`src/emb_pkg.sv`:
```
// Shared constants and types for the external memory bus port
package emb_pkg;

	// ----------------------------------------------------------------
	// Address space and internal program store
	// ----------------------------------------------------------------
	localparam int EMB_ADDR_W = 16;
	localparam int EMB_INT_ROM_BYTES = 4096;
	localparam logic [7:0] EMB_AUX_CTRL_ADDR = 8'h8e;
	localparam int EMB_LATCH_OFF_BIT = 0;

	// ----------------------------------------------------------------
	// Timing in oscillator clocks; reset length in machine cycles
	// ----------------------------------------------------------------
	localparam int EMB_MACHINE_CLKS = 12;
	localparam int EMB_RESET_MCYCLES = 2;
	localparam int EMB_ALE_CLKS = 2;
	localparam int EMB_SETUP_CLKS = 1;
	localparam int EMB_CODE_STB_CLKS = 3;
	localparam int EMB_DATA_STB_CLKS = 6;
	localparam int EMB_ALE_PERIOD_CLKS = EMB_MACHINE_CLKS / 2;

	// ----------------------------------------------------------------
	// Request kinds, sequencer states and reset values
	// ----------------------------------------------------------------
	typedef enum logic [1:0] {
		EMB_KIND_FETCH = 2'h0,
		EMB_KIND_CODE_READ = 2'h1,
		EMB_KIND_DATA_READ = 2'h2,
		EMB_KIND_DATA_WRITE = 2'h3
	} emb_kind_e;

	typedef enum logic [4:0] {
		EMB_ST_IDLE = 5'h01,
		EMB_ST_ADDR = 5'h02,
		EMB_ST_SETUP = 5'h04,
		EMB_ST_STROBE = 5'h08,
		EMB_ST_TAIL = 5'h10
	} emb_state_e;

	localparam logic [7:0] EMB_RST_BYTE = 8'h00;
	localparam logic [15:0] EMB_RST_ADDR = 16'h0000;

endpackage : emb_pkg

```
`src/emb_bus_port.sv`:
```
// External program/data memory bus port with multiplexed low address/data
// Contract
// - Select low: every fetch goes external
// - Internal fetch: no address or code on bus
// - Program strobe asserted for external code reads
// - Program strobe silent for internal code reads
// - Latch strobe lets latch capture low address
// - Reset pin high two machine cycles resets
// - Low port carries address, then data byte
// - High port carries upper address byte
// - Write strobe asserted for external data writes
// - Read strobe asserted for external data reads
// - Separate 64K code and data, 16-bit address
// - Suppress bit stops free latch strobe toggling
// - Suppressed strobe still pulses on external accesses
`timescale 1ns/1ps
`default_nettype none

module emb_bus_port #(
	parameter int INT_ROM_BYTES = emb_pkg::EMB_INT_ROM_BYTES,
	parameter int MACHINE_CLKS = emb_pkg::EMB_MACHINE_CLKS
) (
	input wire logic clk_sys,
	input wire logic rst_n,
	input wire logic resetPin,
	input wire logic externalAccessSelectPin,
	input wire logic latchStrobeOff,
	input wire logic reqValid,
	input wire emb_pkg::emb_kind_e reqKind,
	input wire logic [emb_pkg::EMB_ADDR_W-1:0] reqAddr,
	input wire logic [7:0] reqWrData,
	output logic reqReady,
	output logic reqDone,
	output logic reqInternal,
	output logic [7:0] reqRdData,
	output logic coreReset,
	input wire logic [7:0] lowAddrDataPortIn,
	output logic [7:0] lowAddrDataPortOut,
	output logic lowAddrDataPortOe,
	output logic [7:0] highAddrPortOut,
	output logic highAddrPortOe,
	output logic latchStrobe,
	output logic programStoreStrobe_n,
	output logic dataReadStrobe_n,
	output logic dataWriteStrobe_n
);
	import emb_pkg::*;

	localparam int RESET_CLKS = EMB_RESET_MCYCLES * MACHINE_CLKS;
	localparam logic [5:0] RESET_CNT_MAX = 6'(RESET_CLKS - 1);
	localparam logic [3:0] ALE_LAST = 4'(EMB_ALE_CLKS - 1);
	localparam logic [3:0] SETUP_LAST = 4'(EMB_SETUP_CLKS - 1);
	localparam logic [3:0] CODE_LAST = 4'(EMB_CODE_STB_CLKS - 1);
	localparam logic [3:0] DATA_LAST = 4'(EMB_DATA_STB_CLKS - 1);
	localparam logic [3:0] ALE_HIGH = 4'(EMB_ALE_CLKS);
	localparam logic [3:0] DIV_LAST = 4'(EMB_ALE_PERIOD_CLKS - 1);
	localparam logic [16:0] INT_LIMIT = 17'(INT_ROM_BYTES);

	// ----------------------------------------------------------------
	// Parameter checks
	// ----------------------------------------------------------------
	if (INT_ROM_BYTES < 1 || INT_ROM_BYTES > 65536)
	begin : g_bad_rom
		$error("INT_ROM_BYTES must lie in 1..65536");
	end
	if (MACHINE_CLKS < 12 || RESET_CLKS > 64)
	begin : g_bad_mc
		$error("MACHINE_CLKS must lie in 12..32");
	end

	// ----------------------------------------------------------------
	// Pin synchronisers: three stages, change once stages 2 and 3 agree
	// ----------------------------------------------------------------
	logic [2:0] selSync_q;
	logic [2:0] rstSync_q;
	logic [7:0] busSync1_q, busSync2_q, busSync3_q;
	logic selLevel_q;
	logic rstLevel_q;

	always_ff @(posedge clk_sys or negedge rst_n)
	begin
		if (!rst_n)
		begin
			selSync_q <= 3'h0;
			rstSync_q <= 3'h0;
			busSync1_q <= EMB_RST_BYTE;
			busSync2_q <= EMB_RST_BYTE;
			busSync3_q <= EMB_RST_BYTE;
		end
		else
		begin
			selSync_q <= {selSync_q[1:0], externalAccessSelectPin};
			rstSync_q <= {rstSync_q[1:0], resetPin};
			busSync1_q <= lowAddrDataPortIn;
			busSync2_q <= busSync1_q;
			busSync3_q <= busSync2_q;
		end
	end

	always_ff @(posedge clk_sys or negedge rst_n)
	begin
		if (!rst_n)
		begin
			selLevel_q <= 1'b0;
			rstLevel_q <= 1'b0;
		end
		else
		begin
			if (selSync_q[1] == selSync_q[2])
				selLevel_q <= selSync_q[2];
			if (rstSync_q[1] == rstSync_q[2])
				rstLevel_q <= rstSync_q[2];
		end
	end

	// ----------------------------------------------------------------
	// Reset pin qualification
	// ----------------------------------------------------------------
	logic [5:0] rstCnt_q;
	logic coreReset_q;
	wire logic rstReached = (rstCnt_q == RESET_CNT_MAX);

	always_ff @(posedge clk_sys or negedge rst_n)
	begin
		if (!rst_n)
		begin
			rstCnt_q <= 6'h00;
			coreReset_q <= 1'b1;
		end
		else if (!rstLevel_q)
		begin
			rstCnt_q <= 6'h00;
			coreReset_q <= 1'b0;
		end
		else if (rstReached)
			coreReset_q <= 1'b1;
		else
			rstCnt_q <= rstCnt_q + 6'h01;
	end

	// ----------------------------------------------------------------
	// Access sequencer
	// ----------------------------------------------------------------
	emb_state_e state_q, state_d;
	logic [3:0] cnt_q, cnt_d;
	emb_kind_e kind_q;
	logic [15:0] addr_q;
	logic [7:0] wrData_q;
	logic [3:0] aleDiv_q;
	logic started_q;
	logic reqReady_q;

	wire logic reqIsCode = (reqKind == EMB_KIND_FETCH) || (reqKind == EMB_KIND_CODE_READ);
	// Internal only with select high and address inside the on-chip store
	wire logic inInternal = ({1'b0, reqAddr} < INT_LIMIT);
	wire logic internalHit = reqIsCode && selLevel_q && inInternal;
	wire logic accept = reqValid && reqReady_q && !coreReset_q;
	wire logic goExternal = accept && !internalHit;
	wire logic goInternal = accept && internalHit;
	wire logic curCode = (kind_q == EMB_KIND_FETCH) || (kind_q == EMB_KIND_CODE_READ);
	wire logic curWrite = (kind_q == EMB_KIND_DATA_WRITE);
	// Extend strobe while the sampled bus is still settling
	wire logic busStable = (busSync2_q == busSync3_q);
	wire logic lastCnt = (cnt_q == 4'h0);

	always_comb
	begin
		state_d = state_q;
		cnt_d = (cnt_q == 4'h0) ? 4'h0 : cnt_q - 4'h1;
		case (state_q)
			EMB_ST_IDLE:
				if (goExternal)
				begin
					state_d = EMB_ST_ADDR;
					cnt_d = ALE_LAST;
				end
			EMB_ST_ADDR:
				if (lastCnt)
				begin
					state_d = EMB_ST_SETUP;
					cnt_d = SETUP_LAST;
				end
			EMB_ST_SETUP:
				if (lastCnt)
				begin
					state_d = EMB_ST_STROBE;
					cnt_d = curCode ? CODE_LAST : DATA_LAST;
				end
			EMB_ST_STROBE:
				if (lastCnt && (curWrite || busStable))
					state_d = EMB_ST_TAIL;
			EMB_ST_TAIL:
				state_d = EMB_ST_IDLE;
			default:
				state_d = EMB_ST_IDLE;
		endcase
		if (coreReset_q)
		begin
			state_d = EMB_ST_IDLE;
			cnt_d = 4'h0;
		end
	end

	always_ff @(posedge clk_sys or negedge rst_n)
	begin
		if (!rst_n)
		begin
			state_q <= EMB_ST_IDLE;
			cnt_q <= 4'h0;
		end
		else
		begin
			state_q <= state_d;
			cnt_q <= cnt_d;
		end
	end

	always_ff @(posedge clk_sys or negedge rst_n)
	begin
		if (!rst_n)
		begin
			kind_q <= EMB_KIND_FETCH;
			addr_q <= EMB_RST_ADDR;
			wrData_q <= EMB_RST_BYTE;
		end
		else if (accept)
		begin
			kind_q <= reqKind;
			addr_q <= reqAddr;
			wrData_q <= reqWrData;
		end
	end

	// Free-running latch strobe divider, also marks the first fetch
	always_ff @(posedge clk_sys or negedge rst_n)
	begin
		if (!rst_n)
		begin
			aleDiv_q <= 4'h0;
			started_q <= 1'b0;
		end
		else
		begin
			aleDiv_q <= (aleDiv_q == DIV_LAST) ? 4'h0 : aleDiv_q + 4'h1;
			if (coreReset_q)
				started_q <= 1'b0;
			else if (accept && reqKind == EMB_KIND_FETCH)
				started_q <= 1'b1;
		end
	end

	// ----------------------------------------------------------------
	// Next pin values; all outputs leave from flip-flops
	// ----------------------------------------------------------------
	wire emb_kind_e kindN = accept ? reqKind : kind_q;
	wire logic [15:0] addrN = accept ? reqAddr : addr_q;
	wire logic [7:0] wrDataN = accept ? reqWrData : wrData_q;
	wire logic codeN = (kindN == EMB_KIND_FETCH) || (kindN == EMB_KIND_CODE_READ);
	wire logic writeN = (kindN == EMB_KIND_DATA_WRITE);
	wire logic addrPhaseN = (state_d == EMB_ST_ADDR) || (state_d == EMB_ST_SETUP);
	wire logic dataPhaseN = (state_d == EMB_ST_STROBE) || (state_d == EMB_ST_TAIL);
	wire logic strobeN = (state_d == EMB_ST_STROBE);
	wire logic busyN = (state_d != EMB_ST_IDLE);
	// Idle toggling only when not suppressed and after the first fetch
	wire logic freeAle = !latchStrobeOff && started_q && !coreReset_q && (aleDiv_q < ALE_HIGH);
	wire logic aleN = (state_d == EMB_ST_ADDR) || ((state_d == EMB_ST_IDLE) && freeAle);
	wire logic lowOeN = addrPhaseN || (dataPhaseN && writeN);
	wire logic [7:0] lowOutN = addrPhaseN ? addrN[7:0] : wrDataN;
	wire logic capture = (state_q == EMB_ST_STROBE) && (state_d == EMB_ST_TAIL) && !curWrite;

	always_ff @(posedge clk_sys or negedge rst_n)
	begin
		if (!rst_n)
		begin
			lowAddrDataPortOut <= EMB_RST_BYTE;
			lowAddrDataPortOe <= 1'b0;
			highAddrPortOut <= EMB_RST_BYTE;
			highAddrPortOe <= 1'b0;
			latchStrobe <= 1'b0;
		end
		else
		begin
			lowAddrDataPortOut <= lowOutN;
			lowAddrDataPortOe <= lowOeN;
			highAddrPortOut <= addrN[15:8];
			highAddrPortOe <= busyN;
			latchStrobe <= aleN;
		end
	end

	always_ff @(posedge clk_sys or negedge rst_n)
	begin
		if (!rst_n)
		begin
			programStoreStrobe_n <= 1'b1;
			dataReadStrobe_n <= 1'b1;
			dataWriteStrobe_n <= 1'b1;
		end
		else
		begin
			programStoreStrobe_n <= !(strobeN && codeN);
			dataReadStrobe_n <= !(strobeN && kindN == EMB_KIND_DATA_READ);
			dataWriteStrobe_n <= !(strobeN && writeN);
		end
	end

	// ----------------------------------------------------------------
	// Core-side answer
	// ----------------------------------------------------------------
	logic reqDone_q;
	logic reqInternal_q;
	logic [7:0] rdData_q;

	always_ff @(posedge clk_sys or negedge rst_n)
	begin
		if (!rst_n)
		begin
			reqReady_q <= 1'b0;
			reqDone_q <= 1'b0;
			reqInternal_q <= 1'b0;
			rdData_q <= EMB_RST_BYTE;
		end
		else
		begin
			reqReady_q <= (state_d == EMB_ST_IDLE) && !coreReset_q && !goExternal;
			reqDone_q <= goInternal || ((state_q == EMB_ST_TAIL) && !coreReset_q);
			if (accept)
				reqInternal_q <= internalHit;
			if (capture)
				rdData_q <= busSync3_q;
		end
	end

	assign reqReady = reqReady_q;
	assign reqDone = reqDone_q;
	assign reqInternal = reqInternal_q;
	assign reqRdData = rdData_q;
	assign coreReset = coreReset_q;

endmodule : emb_bus_port

`default_nettype wire

```
`config.mk`:
```
export PLATFORM = sky130hd
export DESIGN_NAME = emb_bus_port
export DESIGN_NICKNAME = d
export VERILOG_FILES = /design/src/emb_pkg.sv /design/src/emb_bus_port.sv
export SDC_FILE = /design/constraint.sdc
export NUM_CORES = 1
export LEC_CHECK = 0
export BUFFER_PORTS_ARGS = -buffer_cell sky130_fd_sc_hd__buf_2
export CORE_MARGIN = 1
export CORE_UTILIZATION = 58
export CTS_CLUSTER_DIAMETER = 60
export DETAILED_ROUTE_END_ITERATION = 12
export GPL_TIMING_DRIVEN = 0
export PLACE_DENSITY = 0.95
export SYNTH_ARGS = -nofsm -noshare
export SYNTH_HDL_FRONTEND = slang
export SYNTH_SLANG_ARGS = --single-unit
export TNS_END_PERCENT = 100
```
`constraint.sdc`:
```
create_clock -name clk_sys -period 3.8 [get_ports clk_sys]
set_clock_uncertainty 0.1 [all_clocks]
set_input_delay 0.76 -clock clk_sys [delete_from_list [all_inputs] [get_ports clk_sys]]
set_output_delay 0.76 -clock clk_sys [all_outputs]
set_load 0.005 [all_outputs]
```
==> results of run 1 <==
metal layers:
| metal | vias to the layer above | global-route usage (%) |
|---|---|---|
| li1 | 1253 | - |
| met1 | 1321 | 29.7 |
| met2 | 67 | 39.2 |
| met3 | 24 | 4.52 |
| met4 | 0 | 11.7 |
| met5 | - | 0 |
path summary, 6_finish.rpt:
check / from / slack (ps) / cells after the start / end
min: rst_n / 200 / 1 / lowAddrDataPortOut[3]
max reg2reg: coreReset / 1590 / 8 / lowAddrDataPortOut[1]
max: coreReset / 1590 / 8 / lowAddrDataPortOut[1]
min in group clk_sys: busSync1_q[3] / 250 / 0 / busSync2_q[3]
max in group asynchronous: rst_n / 2680 / 2 / dataReadStrobe_n
min reg2reg: busSync1_q[3] / 250 / 0 / busSync2_q[3]
flip-flops by register name, summed over array words and instances (netlist names), 6 cells and up:
register	cells
addr_q	9
busSync1_q	8
busSync2_q	8
busSync3_q	8
highAddrPortOut	7
lowAddrDataPortOut	8
reqRdData	8
rstCnt_q	6
wrData_q	8
synth_stat cells, drive strengths merged (2+ instances only):
cell type and n:
maj3 2, o21ai 5, a211oi 2, nor4 3
and2 2, a21o 2, nor4b 3, buf 15
xnor2 6, nand4 2, nor2b 2, and3 2
inv 13, nor3 5, nand2 74, nor2 15
a31oi 3, nand3 8, a21oi 4, mux2 21
dfstp 5, a2bb2oi 2, xor2 11, mux2i 4
ha 3, dfrtp 99, clkbuf 4, nor3b 3
cell families after synthesis:
kind of cell	after synthesis	synth area share, %
flip-flops	104	63.8
AND/OR/NAND/NOR	123	14.8
AO/OA/AOI/OAI	26	4.47
adder cells (fa/ha/maj)	5	1.41
buffers and inverters	32	4.35
XOR/XNOR	17	3.64
multiplexers	25	7.50
power breakdown:
| part | switching (mW) | internal [mW] |
|---|---|---|
| combinational | 0.527 | 0.516 |
| clock | 0.363 | 0.409 |
| sequential | 0.123 | 1.37 |
layout make-up:
type | instances | area, um2
Clock inverter | 4 | 76.3
Clock buffer | 12 | 155
Timing Repair Buffer | 74 | 395
Multi-Input combinational cell | 196 | 1300
Tap cell | 96 | 120
Sequential cell | 104 | 2610
Inverter | 13 | 48.8
Buffer | 19 | 129
Fill cell | 422 | 1960
==> key figures, run 1 <==
Placed design
  – Setup WS pre-CTS: 1280 ps
  – Gpl congestion: 0.808
  – Placed cells: 502
  – Dpl cell area: 4600 um2
  – IO Port Bufs: 73
  – Detailed Place HPWL: 5490 um

Clock network
  – Clk slew on worst S/H paths: 100 ps
  – Clk buf depth: 2
  – CTS Buf Count: 9
  – CTS root buf: clkbuf_8
  – Post-CTS sizing: 0
  – Hold-fix buffers, CTS: 0
  – Htree depth: 3
  – CTS tree: yes
  – Clock Sinks: 104
  – # Post-CTS Setup Buffers: 0
  – Clock Latency Late Sink: 370 ps

Timing
  – Actual slew at the worst max-slew pin: 483 ps
  – Max Slew Vio Count: 0
  – Rel. slew slack: 67.8%
  – Hold slack: 199 ps
  – Final setup vio count: 0
  – Post-route clock period utilization: 58.1%
  – FMAX: 453 MHz
  – Final min period: 2210 ps
  – Unrepaired setup endpoints after global routing: no
  – Total Neg Setup Slack: 0 ps
  – Number of failing hold endpoints at the final stage: 0
  – PnR worst setup slack: 1590 ps

Synthesis
  – Synth warnings: 0
  – Number of synthesized flops with an enable pin: 0
  – Yosys cell types: 50
  – Syn Inst Count: 332
  – Synthesized cell area: 4090 um2
  – Top FF cell, synth: dfrtp_1
  – Mean Syn Cell Area: 12.3 um2
  – Synth area leader: dfrtp_1
  – Seq/Total Area, Yosys: 63.8%
  – Dominant cells by area after synthesis: dfrtp_1 (61%), nand2_1 (6.7%), mux2_2 (3.6%), dfstp_2 (3.2%), mux2_4 (2.9%)
  – Share of the synthesized area in the top cell type: 60.6%
  – Yosys reg bits: 104
  – Net Count, Synth: 375
  – FFs w/ async S/R, synth: 100%

Floorplanning
  – Die Area: 7380 um2
  – Chip Width: 85.9 um
  – Ports: 74
  – Row count: 30
  – Die height: 85.9 um
  – Core Region: 6790 um2
  – Initial Util: 60.1%

Worst setup path
  – CP Class: flop to flop
  – Crit-path cells: buf_2 -> inv_1 -> nand3_2 -> a21oi_2 -> a41oi_1 -> a21o_1 -> buf_6 -> mux2_4
  – CP delay by family, top: flip-flops
  – Critical path required time: 3950 ps
  – Largest stage delay on the critical path: 530 ps
  – Buffer and inverter count on the worst path: 3
  – CP Launch Type: flop
  – CP Data Arrival Time: 2350 ps
  – Slowest cell on crit path: dfstp_2
  – Worst-path maximum fanout: 9
  – Critical Path End Type: flop

Layout
  – Post-Layout Cell Count: 518
  – Post-layout instance area: 4830 um2
  – Diode count: 0
  – Layout cells sized above 1: 33.2%
  – Fin util: 71.1%
  – Fin nets: 460
  – P&R area growth vs syn: 18.3%
  – Commonest non-fill, non-tap cell in the layout: dfrtp_1
  – Most frequent cells in the layout: dfrtp_1 (99), buf_2 (76), nand2_1 (73)

Run
  – Max Cap Viol: 0

GRT
  – First-pass GRT wire length: 13100 um
  – Pin count of the biggest net entering global routing: 79
  – Vias in the first global route: 2796
  – Total grt overflow: 0
  – GRT Util Overall: 23.6%
  – Initial antenna violation count: 0

Min path
  – Hold crit path type: input port to asynchronous set/reset pin

Route
  – # DRC: 0
  – DR pass1 iterations: 4
  – Highest Signal Layer: met4
  – WL per Instance: 15.4 um
  – WL met3: 231 um
  – Routed wl met2: 4130 um
  – Detailed-route via count: 2665
  – Vias/cell: 5.14
  – Total routed wirelength: 7960 um
  – DRT iter0 DRCs: 149
  – Post-Route M1 WL: 3330 um
  – Post-route ant nets: 0

Status
  – Status: finished, final reports clean

Power
  – Pwr/cell area: 684 nW/um2
  – Design Power: 3.31 mW
  – Max IR drop VDD: 0.274 mV
  – P_leak: 2.46 nW
Note: power is estimated with default switching activity, not from simulation.
==> run 2, diff against run 1 <==
--- a/config.mk
+++ b/config.mk
@@ -5,13 +5,14 @@
 export SDC_FILE = /design/constraint.sdc
 export NUM_CORES = 1
 export LEC_CHECK = 0
+export ABC_AREA = 1
 export BUFFER_PORTS_ARGS = -buffer_cell sky130_fd_sc_hd__buf_2
 export CORE_MARGIN = 1
-export CORE_UTILIZATION = 58
+export CORE_UTILIZATION = 50
 export CTS_CLUSTER_DIAMETER = 60
 export DETAILED_ROUTE_END_ITERATION = 12
 export GPL_TIMING_DRIVEN = 0
-export PLACE_DENSITY = 0.95
+export PLACE_DENSITY = 0.88
 export SYNTH_ARGS = -nofsm -noshare
 export SYNTH_HDL_FRONTEND = slang
 export SYNTH_SLANG_ARGS = --single-unit
==> constraint.sdc (replaced) <==
create_clock -name clk_sys -period 1.8 [get_ports clk_sys]
set_clock_uncertainty 0.1 [all_clocks]
set_input_delay 0.36 -clock clk_sys [delete_from_list [all_inputs] [get_ports clk_sys]]
set_output_delay 0.36 -clock clk_sys [all_outputs]
set_load 0.005 [all_outputs]
==> key figures, run 2 <==
Placed design
  – Detailed Place HPWL: 5750 um
  – Gpl congestion: 0.831
  – IO Port Bufs: 73

Layout
  – Most frequent cells in the layout: nand2_1 (111), dfrtp_1 (99), buf_2 (74)
  – Diode count: 0
  – FF+latch area: 2610 um2
  – FILL cells: 592
  – Fin nets: 556
  – Commonest non-fill, non-tap cell in the layout: nand2_1
  – Area of the multi-input gates: 1280 um2
  – Max reg flops: 9
  – P&R area growth vs syn: 25.3%
  – Layout cells sized above 1: 33.2%
  – Biggest register: addr_q

Power
  – Max IR drop VDD: 0.902 mV
  – P_leak: 2.73 nW
  – Pwr/cell area: 1380 nW/um2
  – Design Power: 7.15 mW

Synthesis
  – Mean Syn Cell Area: 10.3 um2
  – Seq/Total Area, Yosys: 63.1%
  – Most used standard cell by instance count after synthesis: nand2_1
  – Synth warnings: 0
  – Top FF cell, synth: dfrtp_1
  – FFs w/ async S/R, synth: 100%
  – Syn Inst Count: 403
  – Yosys cell types: 43
  – Dominant cells by area after synthesis: dfrtp_1 (60%), nand2_1 (11%), inv_1 (3.5%), dfstp_2 (3.2%), nand3_1 (2.1%)
  – Share of the synthesized area in the top cell type: 59.9%
  – Net Count, Synth: 446
  – Yosys reg bits: 104
  – Synthesized cell area: 4130 um2
  – Number of synthesized flops with an enable pin: 0
  – Top cells by count, synth: nand2_1 (118), dfrtp_1 (99), inv_1 (38)
  – Synth area leader: dfrtp_1

Timing
  – Unrepaired setup endpoints after global routing: yes
  – PnR worst setup slack: -31.7 ps
  – Rel. slew slack: 72.4%
  – Max Slew Vio Count: 0
  – Total Neg Setup Slack: -184 ps
  – Post-route clock period utilization: 102%
  – FMAX: 546 MHz
  – Number of failing hold endpoints at the final stage: 0
  – Final setup vio count: 8
  – Actual slew at the worst max-slew pin: 415 ps
  – Final min period: 1830 ps

Floorplanning
  – Core Region: 7850 um2
  – Chip Width: 92.9 um
  – Ports: 74
  – Initial Util: 52.7%
  – Row count: 32
  – Die height: 92.9 um
  – Die Area: 8630 um2

Worst setup path
  – Slowest cell on crit path: dfrtp_1
  – CP Data Arrival Time: 1980 ps
  – Reg-to-Reg End: lowAddrDataPortOut[3]
  – Levels on crit path: 13
  – CP Launch Type: flop
  – R2r setup slk: -30 ps
  – Worst r2r path cells: 13
  – CP Class: flop to flop
  – Setup crit end: lowAddrDataPortOut[3]
  – RR Startpoint: cnt_q[1]
  – Critical path required time: 1950 ps
  – Crit-path cells: inv_2 -> ha_4 -> nand2_4 -> inv_4 -> o21ai_2 -> nand2_1 -> nand2_1 -> inv_2 -> nor2_4 -> clkinv_4 -> buf_6 -> nand2_2 -> o21ai_2
  – CP delay by family, top: buffers and inverters
  – Crit. Startpoint: cnt_q[1]
  – Worst-path maximum fanout: 5
  – Largest stage delay on the critical path: 390 ps
  – Buffer and inverter count on the worst path: 5
  – Critical Path End Type: flop

Route
  – Post-route ant nets: 0
  – DR pass1 iterations: 4
  – # DRC: 0
  – WL per Instance: 13.8 um
  – Total routed wirelength: 8530 um
  – Detailed-route via count: 3049
  – Vias/cell: 4.92
  – DRT iter0 DRCs: 131

Clock network
  – Clk buf depth: 2
  – Clk slew on worst S/H paths: 100 ps
  – Clock Latency Late Sink: 360 ps
  – CTS Buf Count: 9
  – CTS tree: yes
  – Htree depth: 3
  – CTS root buf: clkbuf_8
  – Clock Sinks: 104

GRT
  – First-pass GRT wire length: 14300 um
  – Global routing's busiest layer: met2
  – Global Route met3 Usage: 4.35%
  – Vias in the first global route: 3099
  – M2 GR Usage: 38.1%
  – Met1 usage: 26.0%
  – Pin count of the biggest net entering global routing: 75
  – Total grt overflow: 0
  – GRT Util Overall: 21.8%
  – Initial antenna violation count: 0

Run
  – Max Cap Viol: 0

Status
  – Violated checks: negative setup slack
  – Status: finished, violations left

Min path
  – Hold crit path type: input port to flop
run 2: metrics by stage:
stage | worst slack (ps) | hold WS, ps | util, % | instances | instance area (um2)
6_report | -31.7 | 96.9 | 66.0 | 620 | 5180
5_1_grt | -113 | 105 | 66.0 | 620 | 5180
4_1_cts | 14.0 | 6.34 | 64.9 | 616 | 5090
3_5_place_dp | -92.9 | 221 | 59.3 | 579 | 4660
3_3_place_gp | -740 | 231 | 58.9 | 578 | 4630
2_1_floorplan | 115 | -35.6 | - | 403 | 4130
run 2: how the worst min path moves through the flow:
stage | startpoint | to | slack, ps | cells past startpoint
finish | reqAddr[8] | highAddrPortOut[0] | 100 | 3
global route | reqAddr[9] | highAddrPortOut[1] | 100 | 3
CTS | lowAddrDataPortIn[7] | busSync1_q[7] | 6 | 1
detailed placement | rst_n | busSync3_q[2] | 220 | 1
global placement | busSync1_q[4] | busSync2_q[4] | 230 | 0
floorplan | rst_n | addr_q[0] | -40 | 0
run 2: repair_timing:
item                                   4_1_cts  5_1_grt
gates cloned                                 1        0
pin swaps                                    5        4
resized for setup                           16       17
setup endpoints to repair                   10       19
hold buffers                                10        1
endpoints found under the hold margin       36        1
buffers inserted                            11        4
run 2: per-layer routing:
layer  routed length [um]  vias to the layer above
li1                     -                     1471
met1                 3640                     1476
met3                  315                       19
met5                    0                        -
met2                 4360                       83
met4                  206                        0
run 2: tightest hold or removal path: cells and delay by family:
kind	cells	cell delay, ps
and+or+nand+nor	2	90
buffers and inverters	1	70
run 2: cells by family after synthesis:
kind of cell	synth area share [%]
AND/OR/NAND/NOR	20.4
buffers and inverters	7.81
AO/OA/AOI/OAI	5.12
XOR/XNOR	2.12
adder cells (fa/ha/maj)	1.39
flip-flops	63.1
run 2: cell type report:
type                    instances  area share (%)
well taps                     102            2.46
repair buffers                 99            12.3
inverters                      48            3.87
clock inverters                 6           0.966
plain buffers                  16            2.63
clock buffers                  10            2.66
multi-input cells             235            24.7
flip-flops and latches        104            50.4
run 2: report_power, final:
group          internal [mW]  leakage, nW  switching (mW)
combinational           1.20         1.36            1.40
clock                  0.561       0.0952           0.824
sequential              2.90         1.28           0.258
total                   4.66         2.73            2.48
